File: src/ctb_pkg.sv
// Constants for the transmit buffer control block.
// Assumes a 32-bit APB bus and an external CAN arbitration engine.
package ctb_pkg;
    localparam int          NUM_BUF    = 8;
    localparam int          BUF_IDX_W  = 3;
    localparam int          NUM_CTRL   = NUM_BUF / 2;
    localparam int          ADDR_W     = 8;
    localparam int          DATA_W     = 32;
    // Register byte offsets
    localparam logic [7:0]  OFS_CTRL0  = 8'h00;
    localparam logic [7:0]  OFS_CTRL1  = 8'h04;
    localparam logic [7:0]  OFS_CTRL2  = 8'h08;
    localparam logic [7:0]  OFS_CTRL3  = 8'h0C;
    localparam logic [7:0]  OFS_ISTAT  = 8'h10;
    localparam logic [7:0]  OFS_IEN    = 8'h14;
    localparam logic [7:0]  OFS_ICLR   = 8'h18;
    // Control byte fields
    localparam int          ROLE_BIT   = 7;
    localparam int          ABT_BIT    = 6;
    localparam int          ARB_BIT    = 5;
    localparam int          ERR_BIT    = 4;
    localparam int          SREQ_BIT   = 3;
    localparam int          RTR_BIT    = 2;
    localparam int          PRI_HI     = 1;
    localparam int          PRI_LO     = 0;
    localparam int          BYTE_W     = 8;
    localparam int          HALF_W     = 16;
    // Interrupt status lanes, NUM_BUF bits each
    localparam int          EV_OK      = 0;
    localparam int          EV_ABT     = 1;
    localparam int          EV_ARB     = 2;
    localparam int          EV_ERR     = 3;
    localparam logic [7:0]  RESET_BYTE = 8'h00;
    // Outcome codes from the arbitration engine
    typedef enum logic [1:0] {
        RES_OK  = 2'h0,
        RES_ARB = 2'h1,
        RES_ERR = 2'h2,
        RES_ABT = 2'h3
    } ctb_res_e;
endpackage

File: src/ctb_top.sv
// Per-buffer transmit control and status with APB register access.
// Assumes an external engine that sends frames, reports outcomes and remote hits.
//
// The APB interface to the registers and the register offsets were left to the implementer.
`timescale 1ns/10ps
`default_nettype none

module ctb_top
    import ctb_pkg::*;
(
    input  wire logic                     I_CLK,
    input  wire logic                     I_NRST,
    input  wire logic                     I_PSEL,
    input  wire logic                     I_PENABLE,
    input  wire logic                     I_PWRITE,
    input  wire logic [ctb_pkg::ADDR_W-1:0]    I_PADDR,
    input  wire logic [ctb_pkg::DATA_W-1:0]    I_PWDATA,
    input  wire logic [3:0]               I_PSTRB,
    output logic      [ctb_pkg::DATA_W-1:0]    O_PRDATA,
    output logic                          O_PREADY,
    output logic                          O_PSLVERR,
    input  wire logic                     I_TX_BUSY,
    input  wire logic                     I_TX_DONE,
    input  wire logic [ctb_pkg::BUF_IDX_W-1:0] I_TX_BUF,
    input  wire logic [1:0]               I_TX_RES,
    input  wire logic                     I_RTR_HIT,
    input  wire logic [ctb_pkg::BUF_IDX_W-1:0] I_RTR_BUF,
    output logic                          O_TX_REQ_VALID,
    output logic      [ctb_pkg::BUF_IDX_W-1:0] O_TX_REQ_BUF,
    output logic      [ctb_pkg::NUM_BUF-1:0]   O_ABORT_REQ,
    output logic                          O_IRQ
);
    import ctb_pkg::*;

    logic [NUM_BUF-1:0]      role_reg, role_next;
    logic [NUM_BUF-1:0]      abt_reg, abt_next;
    logic [NUM_BUF-1:0]      arb_reg, arb_next;
    logic [NUM_BUF-1:0]      err_reg, err_next;
    logic [NUM_BUF-1:0]      sreq_reg, sreq_next;
    logic [NUM_BUF-1:0]      rtr_reg, rtr_next;
    logic [NUM_BUF-1:0]      apend_reg, apend_next;
    logic [1:0]              pri_reg [NUM_BUF];
    logic [1:0]              pri_next [NUM_BUF];
    logic [4*NUM_BUF-1:0]    ist_reg, ist_next;
    logic [4*NUM_BUF-1:0]    ien_reg, ien_next;
    logic [DATA_W-1:0]       rd_reg, rd_next;
    logic                    slverr_reg, slverr_next;
    logic                    txv_reg, txv_next;
    logic [BUF_IDX_W-1:0]    txb_reg, txb_next;

    logic                    setup;
    logic                    wr_acc;
    logic [NUM_CTRL-1:0]     ctrl_hit;
    logic                    hit_ist;
    logic                    hit_ien;
    logic                    hit_iclr;
    logic                    mapped;

    // Read view of one control byte; status bits are read-only
    function automatic logic [7:0] ctrl_byte(input int n);
        ctrl_byte = {role_reg[n], abt_reg[n], arb_reg[n], err_reg[n],
                     sreq_reg[n], rtr_reg[n], pri_reg[n]};
    endfunction

    // Byte lane of the write data that belongs to buffer n
    function automatic logic [7:0] wr_byte(input int n);
        wr_byte = I_PWDATA[(n % 2) * BYTE_W +: BYTE_W];
    endfunction

    // Zero-wait slave: answer is ready in the first access cycle
    assign setup    = I_PSEL & ~I_PENABLE;
    assign wr_acc   = I_PSEL & I_PENABLE & I_PWRITE;
    assign O_PREADY = I_PSEL & I_PENABLE;
    assign O_PRDATA = rd_reg;
    assign O_PSLVERR = slverr_reg & I_PSEL & I_PENABLE;

    // Address decode; an unmapped offset answers with an error
    always_comb begin
        ctrl_hit = '0;
        hit_ist  = 1'b0;
        hit_ien  = 1'b0;
        hit_iclr = 1'b0;
        if (I_PADDR == OFS_CTRL0) begin
            ctrl_hit[0] = 1'b1;
        end else if (I_PADDR == OFS_CTRL1) begin
            ctrl_hit[1] = 1'b1;
        end else if (I_PADDR == OFS_CTRL2) begin
            ctrl_hit[2] = 1'b1;
        end else if (I_PADDR == OFS_CTRL3) begin
            ctrl_hit[3] = 1'b1;
        end else if (I_PADDR == OFS_ISTAT) begin
            hit_ist = 1'b1;
        end else if (I_PADDR == OFS_IEN) begin
            hit_ien = 1'b1;
        end else if (I_PADDR == OFS_ICLR) begin
            hit_iclr = 1'b1;
        end
        mapped = (|ctrl_hit) | hit_ist | hit_ien | hit_iclr;
    end

    // Per-buffer control, flags and selection in one pass over all buffers
    always_comb begin
        logic               bwr;
        logic               done_n;
        logic               act_n;
        logic               sw_set;
        logic               sw_abt;
        logic               rtr_set;
        logic               req_set;
        logic [7:0]         wb;
        logic [NUM_BUF-1:0] ev_ok, ev_abt, ev_arb, ev_err;
        logic [1:0]         best_pri;
        logic               found;
        bwr     = 1'b0;
        done_n  = 1'b0;
        act_n   = 1'b0;
        sw_set  = 1'b0;
        sw_abt  = 1'b0;
        rtr_set = 1'b0;
        req_set = 1'b0;
        wb      = RESET_BYTE;
        ev_ok   = '0;
        ev_abt  = '0;
        ev_arb  = '0;
        ev_err  = '0;
        best_pri = 2'h0;
        found   = 1'b0;
        role_next  = role_reg;
        abt_next   = abt_reg;
        arb_next   = arb_reg;
        err_next   = err_reg;
        sreq_next  = sreq_reg;
        rtr_next   = rtr_reg;
        apend_next = apend_reg;
        ien_next   = ien_reg;
        txv_next   = 1'b0;
        txb_next   = txb_reg;
        for (int n = 0; n < NUM_BUF; n++) begin
            pri_next[n] = pri_reg[n];
            // Upper byte of the low half-word drives the odd buffer
            bwr = wr_acc & ctrl_hit[n / 2] & I_PSTRB[n % 2];
            wb  = wr_byte(n);
            done_n  = I_TX_DONE & (I_TX_BUF == BUF_IDX_W'(n));
            act_n   = I_TX_BUSY & (I_TX_BUF == BUF_IDX_W'(n));
            sw_set  = bwr & wb[SREQ_BIT] & ~sreq_reg[n];
            sw_abt  = bwr & ~wb[SREQ_BIT] & sreq_reg[n];
            rtr_set = I_RTR_HIT & (I_RTR_BUF == BUF_IDX_W'(n)) & rtr_reg[n]
                      & ~sreq_reg[n];
            req_set = sw_set | rtr_set;
            if (bwr) begin
                role_next[n] = wb[ROLE_BIT];
                rtr_next[n]  = wb[RTR_BIT];
                pri_next[n]  = wb[PRI_HI:PRI_LO];
            end
            // Flags clear on a new request; an outcome in the same cycle wins
            if (req_set) begin
                abt_next[n] = 1'b0;
                arb_next[n] = 1'b0;
                err_next[n] = 1'b0;
                sreq_next[n] = 1'b1;
            end else if (sw_abt) begin
                sreq_next[n] = 1'b0;
                if (act_n && !done_n) begin
                    apend_next[n] = 1'b1;
                end else begin
                    ev_abt[n] = 1'b1;
                end
            end
            // Engine may start from a stale offer; cancel a send nobody asked for
            if (act_n && !done_n && !(sreq_reg[n] && role_reg[n])) begin
                apend_next[n] = 1'b1;
            end
            if (done_n) begin
                apend_next[n] = 1'b0;
                case (ctb_res_e'(I_TX_RES))
                    RES_OK: begin
                        ev_ok[n] = 1'b1;
                        abt_next[n] = 1'b0;
                        sreq_next[n] = req_set;
                    end
                    RES_ARB: begin
                        ev_arb[n] = 1'b1;
                        ev_abt[n] = ev_abt[n] | apend_reg[n];
                    end
                    RES_ERR: begin
                        ev_err[n] = 1'b1;
                        ev_abt[n] = ev_abt[n] | apend_reg[n];
                    end
                    default: begin
                        ev_abt[n] = 1'b1;
                        // A request made while the abort was pending survives
                        sreq_next[n] = req_set | (sreq_reg[n] & apend_reg[n]);
                    end
                endcase
            end
            // Outcome events are applied last, so they win over a clear
            if (ev_abt[n]) begin
                abt_next[n] = 1'b1;
            end
            if (ev_arb[n]) begin
                arb_next[n] = 1'b1;
            end
            if (ev_err[n]) begin
                err_next[n] = 1'b1;
            end
            // Highest priority wins, lowest index breaks ties
            // Receive-role buffers never offered to the engine
            if (sreq_reg[n] && role_reg[n] && !apend_reg[n]
                && (!found || pri_reg[n] > best_pri)) begin
                found    = 1'b1;
                best_pri = pri_reg[n];
                txb_next = BUF_IDX_W'(n);
            end
        end
        txv_next = found;
        // Enable mask has the status layout; byte strobes are ignored here
        if (wr_acc && hit_ien) begin
            ien_next = I_PWDATA[4*NUM_BUF-1:0];
        end
        // Event set wins over a same-cycle clear
        ist_next = ist_reg;
        if (wr_acc && hit_iclr) begin
            ist_next = ist_reg & ~I_PWDATA[4*NUM_BUF-1:0];
        end
        ist_next = ist_next | {ev_err, ev_arb, ev_abt, ev_ok};
        // Read data is captured in the setup cycle
        rd_next     = rd_reg;
        slverr_next = 1'b0;
        if (setup) begin
            rd_next     = '0;
            slverr_next = ~mapped;
            for (int k = 0; k < NUM_CTRL; k++) begin
                if (ctrl_hit[k]) begin
                    rd_next[HALF_W-1:0] = {ctrl_byte(2 * k + 1), ctrl_byte(2 * k)};
                end
            end
            if (hit_ist) begin
                rd_next[4*NUM_BUF-1:0] = ist_reg;
            end else if (hit_ien) begin
                rd_next[4*NUM_BUF-1:0] = ien_reg;
            end
        end
    end

    // Register stage only; next values come from the processes above
    always_ff @(posedge I_CLK or negedge I_NRST) begin
        if (!I_NRST) begin
            role_reg   <= '0;
            abt_reg    <= '0;
            arb_reg    <= '0;
            err_reg    <= '0;
            sreq_reg   <= '0;
            rtr_reg    <= '0;
            apend_reg  <= '0;
            for (int n = 0; n < NUM_BUF; n++) begin
                pri_reg[n] <= 2'h0;
            end
            ist_reg    <= '0;
            ien_reg    <= '0;
            rd_reg     <= '0;
            slverr_reg <= 1'b0;
            txv_reg    <= 1'b0;
            txb_reg    <= '0;
        end else begin
            role_reg   <= role_next;
            abt_reg    <= abt_next;
            arb_reg    <= arb_next;
            err_reg    <= err_next;
            sreq_reg   <= sreq_next;
            rtr_reg    <= rtr_next;
            apend_reg  <= apend_next;
            for (int n = 0; n < NUM_BUF; n++) begin
                pri_reg[n] <= pri_next[n];
            end
            ist_reg    <= ist_next;
            ien_reg    <= ien_next;
            rd_reg     <= rd_next;
            slverr_reg <= slverr_next;
            txv_reg    <= txv_next;
            txb_reg    <= txb_next;
        end
    end

    // Selection lags the registers by one cycle; a stale start gets an abort
    // Abort request stays up until the engine reports that buffer's outcome
    assign O_TX_REQ_VALID = txv_reg;
    assign O_TX_REQ_BUF   = txb_reg;
    assign O_ABORT_REQ    = apend_reg;
    assign O_IRQ          = |(ist_reg & ien_reg);

endmodule

`default_nettype wire

File: config.mk
export PLATFORM = sky130hd
export DESIGN_NAME = ctb_top
export DESIGN_NICKNAME = d
export VERILOG_FILES = /design/src/ctb_pkg.sv /design/src/ctb_top.sv
export SDC_FILE = /design/constraint.sdc
export NUM_CORES = 1
export LEC_CHECK = 0
export BUFFER_PORTS_ARGS = -buffer_cell sky130_fd_sc_hd__buf_2
export CORE_ASPECT_RATIO = 0.6
export CORE_MARGIN = 5
export CORE_UTILIZATION = 30
export CTS_CLUSTER_DIAMETER = 120
export DETAILED_ROUTE_END_ITERATION = 12
export GPL_ROUTABILITY_DRIVEN = 1
export GPL_TIMING_DRIVEN = 0
export PLACE_DENSITY_LB_ADDON = 0.05
export REMOVE_ABC_BUFFERS = 1
export SLEW_MARGIN = 20
export SYNTH_ARGS = -nofsm -noshare
export SYNTH_HDL_FRONTEND = slang
export SYNTH_SLANG_ARGS = --single-unit
File: constraint.sdc
create_clock -name I_CLK -period 16.4 [get_ports I_CLK]
set_input_delay 1.64 -clock I_CLK [delete_from_list [all_inputs] [get_ports I_CLK]]
set_output_delay 1.64 -clock I_CLK [all_outputs]
set_load 0.03 [all_outputs]
==> After elaboration in Yosys (flattened, before gate mapping) <==
Index checks and enable logic that the tools add are counted.
{ "totals": {"out_inout_bits": 47, "reg_bits": 173, "input_bits": 60} }
{ "op_classes": {"reduce_logical": 127, "n_mux": 251, "n_lt_le_gt_ge": 7, "eq_ne": 30, "n_bitwise": 140} }
{ "ops": {"columns": ["op", "count"], "rows": [
  ["1-bit 2-to-1 mux", 211],
  ["1-bit bitwise AND", 97],
  ["32-bit 2-to-1 mux", 3],
  ["32-bit bitwise AND", 2],
  ["16-bit 2-to-1 mux", 4],
  ["3-bit nonzero test", 16],
  ["1-bit logical AND", 41],
  ["32-bit NOT", 1],
  ["32-bit bitwise OR", 1],
  ["1-bit case mux with 2 select lines", 16],
  ["2-bit nonzero test", 16],
  ["32-bit OR reduction", 1],
  ["1-bit zero test", 31],
  ["3-bit 2-to-1 mux", 9],
  ["1-bit bitwise OR", 27],
  ["3-bit equality test (second input constant)", 8],
  ["8-bit by 5-bit equality test with 1-bit output (second input constant)", 3],
  ["3-bit by 2-bit != test with 1-bit output (second input constant)", 8],
  ["3-bit AND reduction", 8],
  ["8-bit by 4-bit equality test with 1-bit output (second input constant)", 2],
  ["2-bit 2-to-1 mux", 8],
  ["2-bit > comparator", 7],
  ["3-bit by 2-bit equality test with 1-bit output (second input constant)", 4],
  ["1-bit NOT", 12],
  ["11 further kinds", 19]
]} }

==> Depth between registers and ports, before layout <==
{ "logic_depth": {"ltp_word": 31, "mapped_depth": 45, "mapped_depth_nobuf": 44} }

==> Least setup slack after synthesis <==
Ideal clock, no wire load.
{ "synth_path": {"path_kind": "register to register", "startpoint": "register apend_reg[0], in the netlist O_ABORT_REQ[0]", "endpoint": "register txb_reg[2], in the netlist O_TX_REQ_BUF[2]", "setup_ps": 124, "arrival_ps": 8034, "setup_slack_ps": 8242, "path_stages_with_launch": 45, "path_cell_list": "dfrtp_1 and3b_1 buf_4 nand2_1 ha_1 nor2b_1 o21ai_0 a21boi_0 a22o_1 ha_1 o41ai_2 a31oi_1 mux2i_1 inv_1 ha_1 nor2_1 nand2_1 a2111o_1 [... 9 more ...] nor2_1 maj3_2 o21ai_2 o21a_1 o2bb2ai_1 ha_1 nand2_1 o21ai_0 a21o_1 nand2_1 o22ai_1 a31o_1 ha_1 nand2_1 o21ai_0 a21o_1 nand2_1 a211o_1"} }
{ "synth_via": {"elab_chain_cells": 31} }
{ "synth_lines": {"columns": ["item", "line", "source"], "rows": [
  ["start: declaration", "ctb_top.sv:41", "logic [NUM_BUF-1:0] apend_reg, apend_next;"],
  ["start signal: assignment", "ctb_top.sv:271", "apend_reg <= apend_next;"],
  ["1-bit zero test (*)", "ctb_top.sv:208", "if (sreq_reg[n] && role_reg[n] && !apend_reg[n]"],
  ["1-bit logical AND (*)", "ctb_top.sv:208", null],
  ["2-bit 2-to-1 mux or 1-bit 2-to-1 mux (tied branches)", "ctb_top.sv:208", null],
  ["2-bit > comparator or 1-bit zero test (tied branches)", "ctb_top.sv:209", "&& (!found || pri_reg[n] > best_pri)) begin"],
  ["1-bit logical OR", "ctb_top.sv:209", null],
  ["1-bit logical AND", "ctb_top.sv:209", null],
  ["2-bit 2-to-1 mux or 1-bit 2-to-1 mux (tied branches)", "ctb_top.sv:208", null],
  ["2-bit > comparator or 1-bit zero test (tied branches)", "ctb_top.sv:209", null],
  ["[... 15 more ...]", null, null],
  ["2-bit > comparator or 1-bit zero test (tied branches)", "ctb_top.sv:209", null],
  ["1-bit logical OR", "ctb_top.sv:209", null],
  ["1-bit logical AND", "ctb_top.sv:209", null],
  ["2-bit 2-to-1 mux or 1-bit 2-to-1 mux (tied branches)", "ctb_top.sv:208", null],
  ["2-bit > comparator or 1-bit zero test (tied branches)", "ctb_top.sv:209", null],
  ["1-bit logical OR", "ctb_top.sv:209", null],
  ["1-bit logical AND", "ctb_top.sv:209", null],
  ["8-bit nonzero test (no line) or 3-bit 2-to-1 mux (tied branches)", null, null],
  ["end signal: assignment", "ctb_top.sv:280", "txb_reg <= txb_next;"],
  ["end: declaration", "ctb_top.sv:49", "logic [BUF_IDX_W-1:0] txb_reg, txb_next;"]
]} }
Mark *: on every way between the ends. The rest lies on a longest branch, timed or not.
A chain may end at the register's enable or synchronous reset.

==> Worst setup path in the final report <==
{ "layout_path": {"startpoint": "register sreq_reg[0]", "endpoint": "register txb_reg[2], in the netlist O_TX_REQ_BUF[2]"} }
{ "layout_via": {"elab_chain_cells": 31} }
{ "layout_lines": {"columns": ["item", "line", "source"], "rows": [
  ["start: declaration", "ctb_top.sv:39", "logic [NUM_BUF-1:0] sreq_reg, sreq_next;"],
  ["start signal: assignment", "ctb_top.sv:269", "sreq_reg <= sreq_next;"],
  ["1-bit logical AND (*) (2 in a row)", "ctb_top.sv:208", null],
  ["2-bit 2-to-1 mux or 1-bit 2-to-1 mux (tied branches)", "ctb_top.sv:208", null],
  ["2-bit > comparator or 1-bit zero test (tied branches)", "ctb_top.sv:209", null],
  ["1-bit logical OR", "ctb_top.sv:209", null],
  ["1-bit logical AND", "ctb_top.sv:209", null],
  ["2-bit 2-to-1 mux or 1-bit 2-to-1 mux (tied branches)", "ctb_top.sv:208", null],
  ["2-bit > comparator or 1-bit zero test (tied branches)", "ctb_top.sv:209", null],
  ["1-bit logical OR", "ctb_top.sv:209", null],
  ["[... 14 more ...]", null, null],
  ["2-bit > comparator or 1-bit zero test (tied branches)", "ctb_top.sv:209", null],
  ["1-bit logical OR", "ctb_top.sv:209", null],
  ["1-bit logical AND", "ctb_top.sv:209", null],
  ["2-bit 2-to-1 mux or 1-bit 2-to-1 mux (tied branches)", "ctb_top.sv:208", null],
  ["2-bit > comparator or 1-bit zero test (tied branches)", "ctb_top.sv:209", null],
  ["1-bit logical OR", "ctb_top.sv:209", null],
  ["1-bit logical AND", "ctb_top.sv:209", null],
  ["8-bit nonzero test (no line) or 3-bit 2-to-1 mux (tied branches)", null, null]
]} }
Marks and branches as above.

==> results.ini <==
[outcome]
status=complete, no violations

[clocking]
clk_latency_ps=450
cts_buffers=17
h-tree-depth=4
clk_pin_slew_ps=70
cts_resized=0
cts_hold_buf=0
cts_tree=yes
numClockSinks=173
clockBufferDepth=2
cts_setup_buffers=0
clockRootBuffer=clkbuf_16

[timing]
timing.fmax_ghz=0.106
period_minus_slack_ps=9410
tns_ps=0
hold_viol_final=0
setup_ws_ps=6990
rsz0062_at_grt=no
drv_slew=0
fin_skew_ps=10.3
worst_pin_slew_ps=1180
max-slew-margin-rel_pct=21.0
fin_crit_sh_pct=57.4
setup_viol=0

[placed_design]
gp_congestion=0.848
io_buffer_count=104
place_area_mm2=0.0103
pre_cts_ws_ps=7120
dp_hpwl_mm=26.2

[job]
cap_violations=0

[global_routing]
grt_pass1_wl_mm=51.5
antenna_found_initial=0
grt_usage_pct=20.1
grt_max_degree=91
first_global_vias=7421
grt_overflow=0

[logic_synthesis]
synth_edf_count=0
async_reset_ff_share_pct=100
yosysTopAreaCell=dfrtp_1
ys.flop_type=dfrtp_1
synth_top_area_share_pct=46.8
ys_ff_latch=173
yosys-top-cells-area=dfrtp_1 47%, nand2_1 7.7%, mux2_2 5.6%
syn_inst=920
ys_seq_area_share_pct=46.8
synth_area_mm2=0.00925
synth_warnings=0
syn_area_per_cell_um2=10.1
ys_types=79

[worst_setup_path]
crit_slowest_cell=dfrtp_1
critPathBufInv=1
critPathLaunchType=flip-flop
end_kind=flip-flop
r2r-end=O_TX_REQ_BUF[2]$_DFFE_PN0P_
crit_family=compound AO/OA/AOI/OAI gates
r2r_cells=43
crit_type=flip-flop to flip-flop
rr_startpoint=sreq_reg[0]$_DFF_PN0_
slowest_delay_ps=490
crit_fanout=7
worstPathRequired_ps=16730
reg2reg_slack_ps=6990
cp.arrival_ps=9740

[final_layout]
final_common_cell=nand2_1
area_growth_pct=17.0
utilization_pct=35.9
drive_gt1_share_pct=24.1
final_cell_mix=189 x nand2_1, 173 x dfrtp_1, 102 x buf_2, 52 x nor2_1, 52 x o21ai_0
final_area_mm2=0.0108
num-nets-final=1087

[floorplanning]
dieArea_mm2=0.0346
die_h_um=146
row_count=49
initial_utilization_pct=30.7
io_pins=107
dieWidth_um=237
core-area_mm2=0.0302

[power]
ir_drop_mv=0.0745
intPower_mw=0.773
seqPwrFrac_pct=45.8
power_mw=1.13
netSwitchingPower_mw=0.361
power.share.switching_pct=31.8
p_leak_nw=5.11
pwr-share-comb_pct=18.2
power_density_mw_per_mm2=105
clkPwrFrac_pct=36.0

[min_path]
holdPathStages=2
worstHoldEndpoint=O_PRDATA[28]$_DFFE_PN0P_
min_from=O_PRDATA[28]$_DFFE_PN0P_
hold_path.class=flip-flop to flip-flop

[detailed_routing]
via_count=7534
detail-route-antenna-nets=0
viasPerCell=5.25
drc=0
first_iter_violations=691
drtPass1Iterations=5
routed_wl_mm=34.8
wl_per_cell_um=24.2

-- power by group through the flow --
stage / sequential [mW] / clock [mW] / combinational, mW
after floorplan: 0.533 / 0 / 0.109
after global placement: 0.528 / 0 / 0.203
after detailed placement: 0.527 / 0 / 0.206
after CTS: 0.520 / 0.418 / 0.207
after global routing: 0.526 / 0.434 / 0.228
final: 0.520 / 0.408 / 0.206
-- tightest hold or removal path, cell delays in order, from the launching register on --
cell and delay (ps):
dfrtp_1 340, nand2_1 50, o31ai_1 50
-- synthesized netlist by cell type (5+ instances only) --
| library cell | count |
|---|---|
| nand2_1 | 189 |
| dfrtp_1 | 173 |
| nor2_1 | 53 |
| o21ai_0 | 52 |
| mux2_2 | 46 |
| inv_1 | 41 |
| a22o_1 | 29 |
| a21oi_1 | 25 |
| mux2i_1 | 22 |
| a221oi_1 | 20 |
| a22oi_1 | 18 |
| clkbuf_1 | 16 |
| o31ai_1 | 16 |
| ha_1 | 14 |
| nor2b_1 | 13 |
| a21o_1 | 12 |
| buf_4 | 10 |
| nand2b_1 | 10 |
| a31oi_1 | 9 |
| nor3_1 | 9 |
| buf_2 | 8 |
| o31ai_2 | 8 |
| a32oi_1 | 7 |
| and2_1 | 7 |
| nand3_1 | 7 |
| a221oi_2 | 6 |
| buf_6 | 6 |
| o21ai_1 | 6 |
| o21a_1 | 5 |
-- area by class of cell --
class                           count  area [µm²]
Clock inverter                      9        86.3
Fill cell                        3116       19300
Clock buffer                       23         478
Inverter                           41         154
Multi-Input combinational cell    664        4540
Sequential cell                   173        4330
Timing Repair Buffer              116         728
Antenna cell                        1        2.50
Tap cell                          408         510
-- logic make-up after synthesis --
family | Yosys count | synth area share [%]
DFF | 173 | 46.8
muxes | 72 | 8.95
adders and majority gates | 16 | 2.14
and+or+nand+nor | 326 | 17.2
buffers and inverters | 83 | 4.37
AOI/OAI and AO/OA | 250 | 20.5
-- per-layer routing --
layer | up-vias | part of all wire, % | track usage [%]
met2 | 171 | 39 | 26.3
met1 | 3826 | 56 | 33.7
li1 | 3518 | - | -
met5 | - | 0 | 0
met3 | 19 | 4.5 | 3.71
met4 | 0 | 0.89 | 3.81
-- stage by stage --
stage          hold slack [ps]  cells
2_1_floorplan              461    878
3_3_place_gp               458   1390
3_5_place_dp               465   1402
4_1_cts                    480   1434
5_1_grt                    500   1434
6_report                   470   1435
-- worst max-delay path by stage --
stage	start	endpoint	slack [ps]	cells after the start
after floorplan	O_ABORT_REQ[0]$_DFFE_PN0P_	O_TX_REQ_BUF[2]$_DFFE_PN0P_	8140	43
after global placement	sreq_reg[0]$_DFF_PN0_	O_TX_REQ_BUF[2]$_DFFE_PN0P_	7060	41
after detailed placement	O_ABORT_REQ[0]$_DFFE_PN0P_	O_TX_REQ_BUF[2]$_DFFE_PN0P_	7120	41
after CTS	O_ABORT_REQ[0]$_DFFE_PN0P_	O_TX_REQ_BUF[2]$_DFFE_PN0P_	7070	41
after global routing	sreq_reg[0]$_DFF_PN0_	O_TX_REQ_BUF[2]$_DFFE_PN0P_	6360	41
final	sreq_reg[0]$_DFF_PN0_	O_TX_REQ_BUF[2]$_DFFE_PN0P_	6990	43
Power figures use the tool's default switching activity.
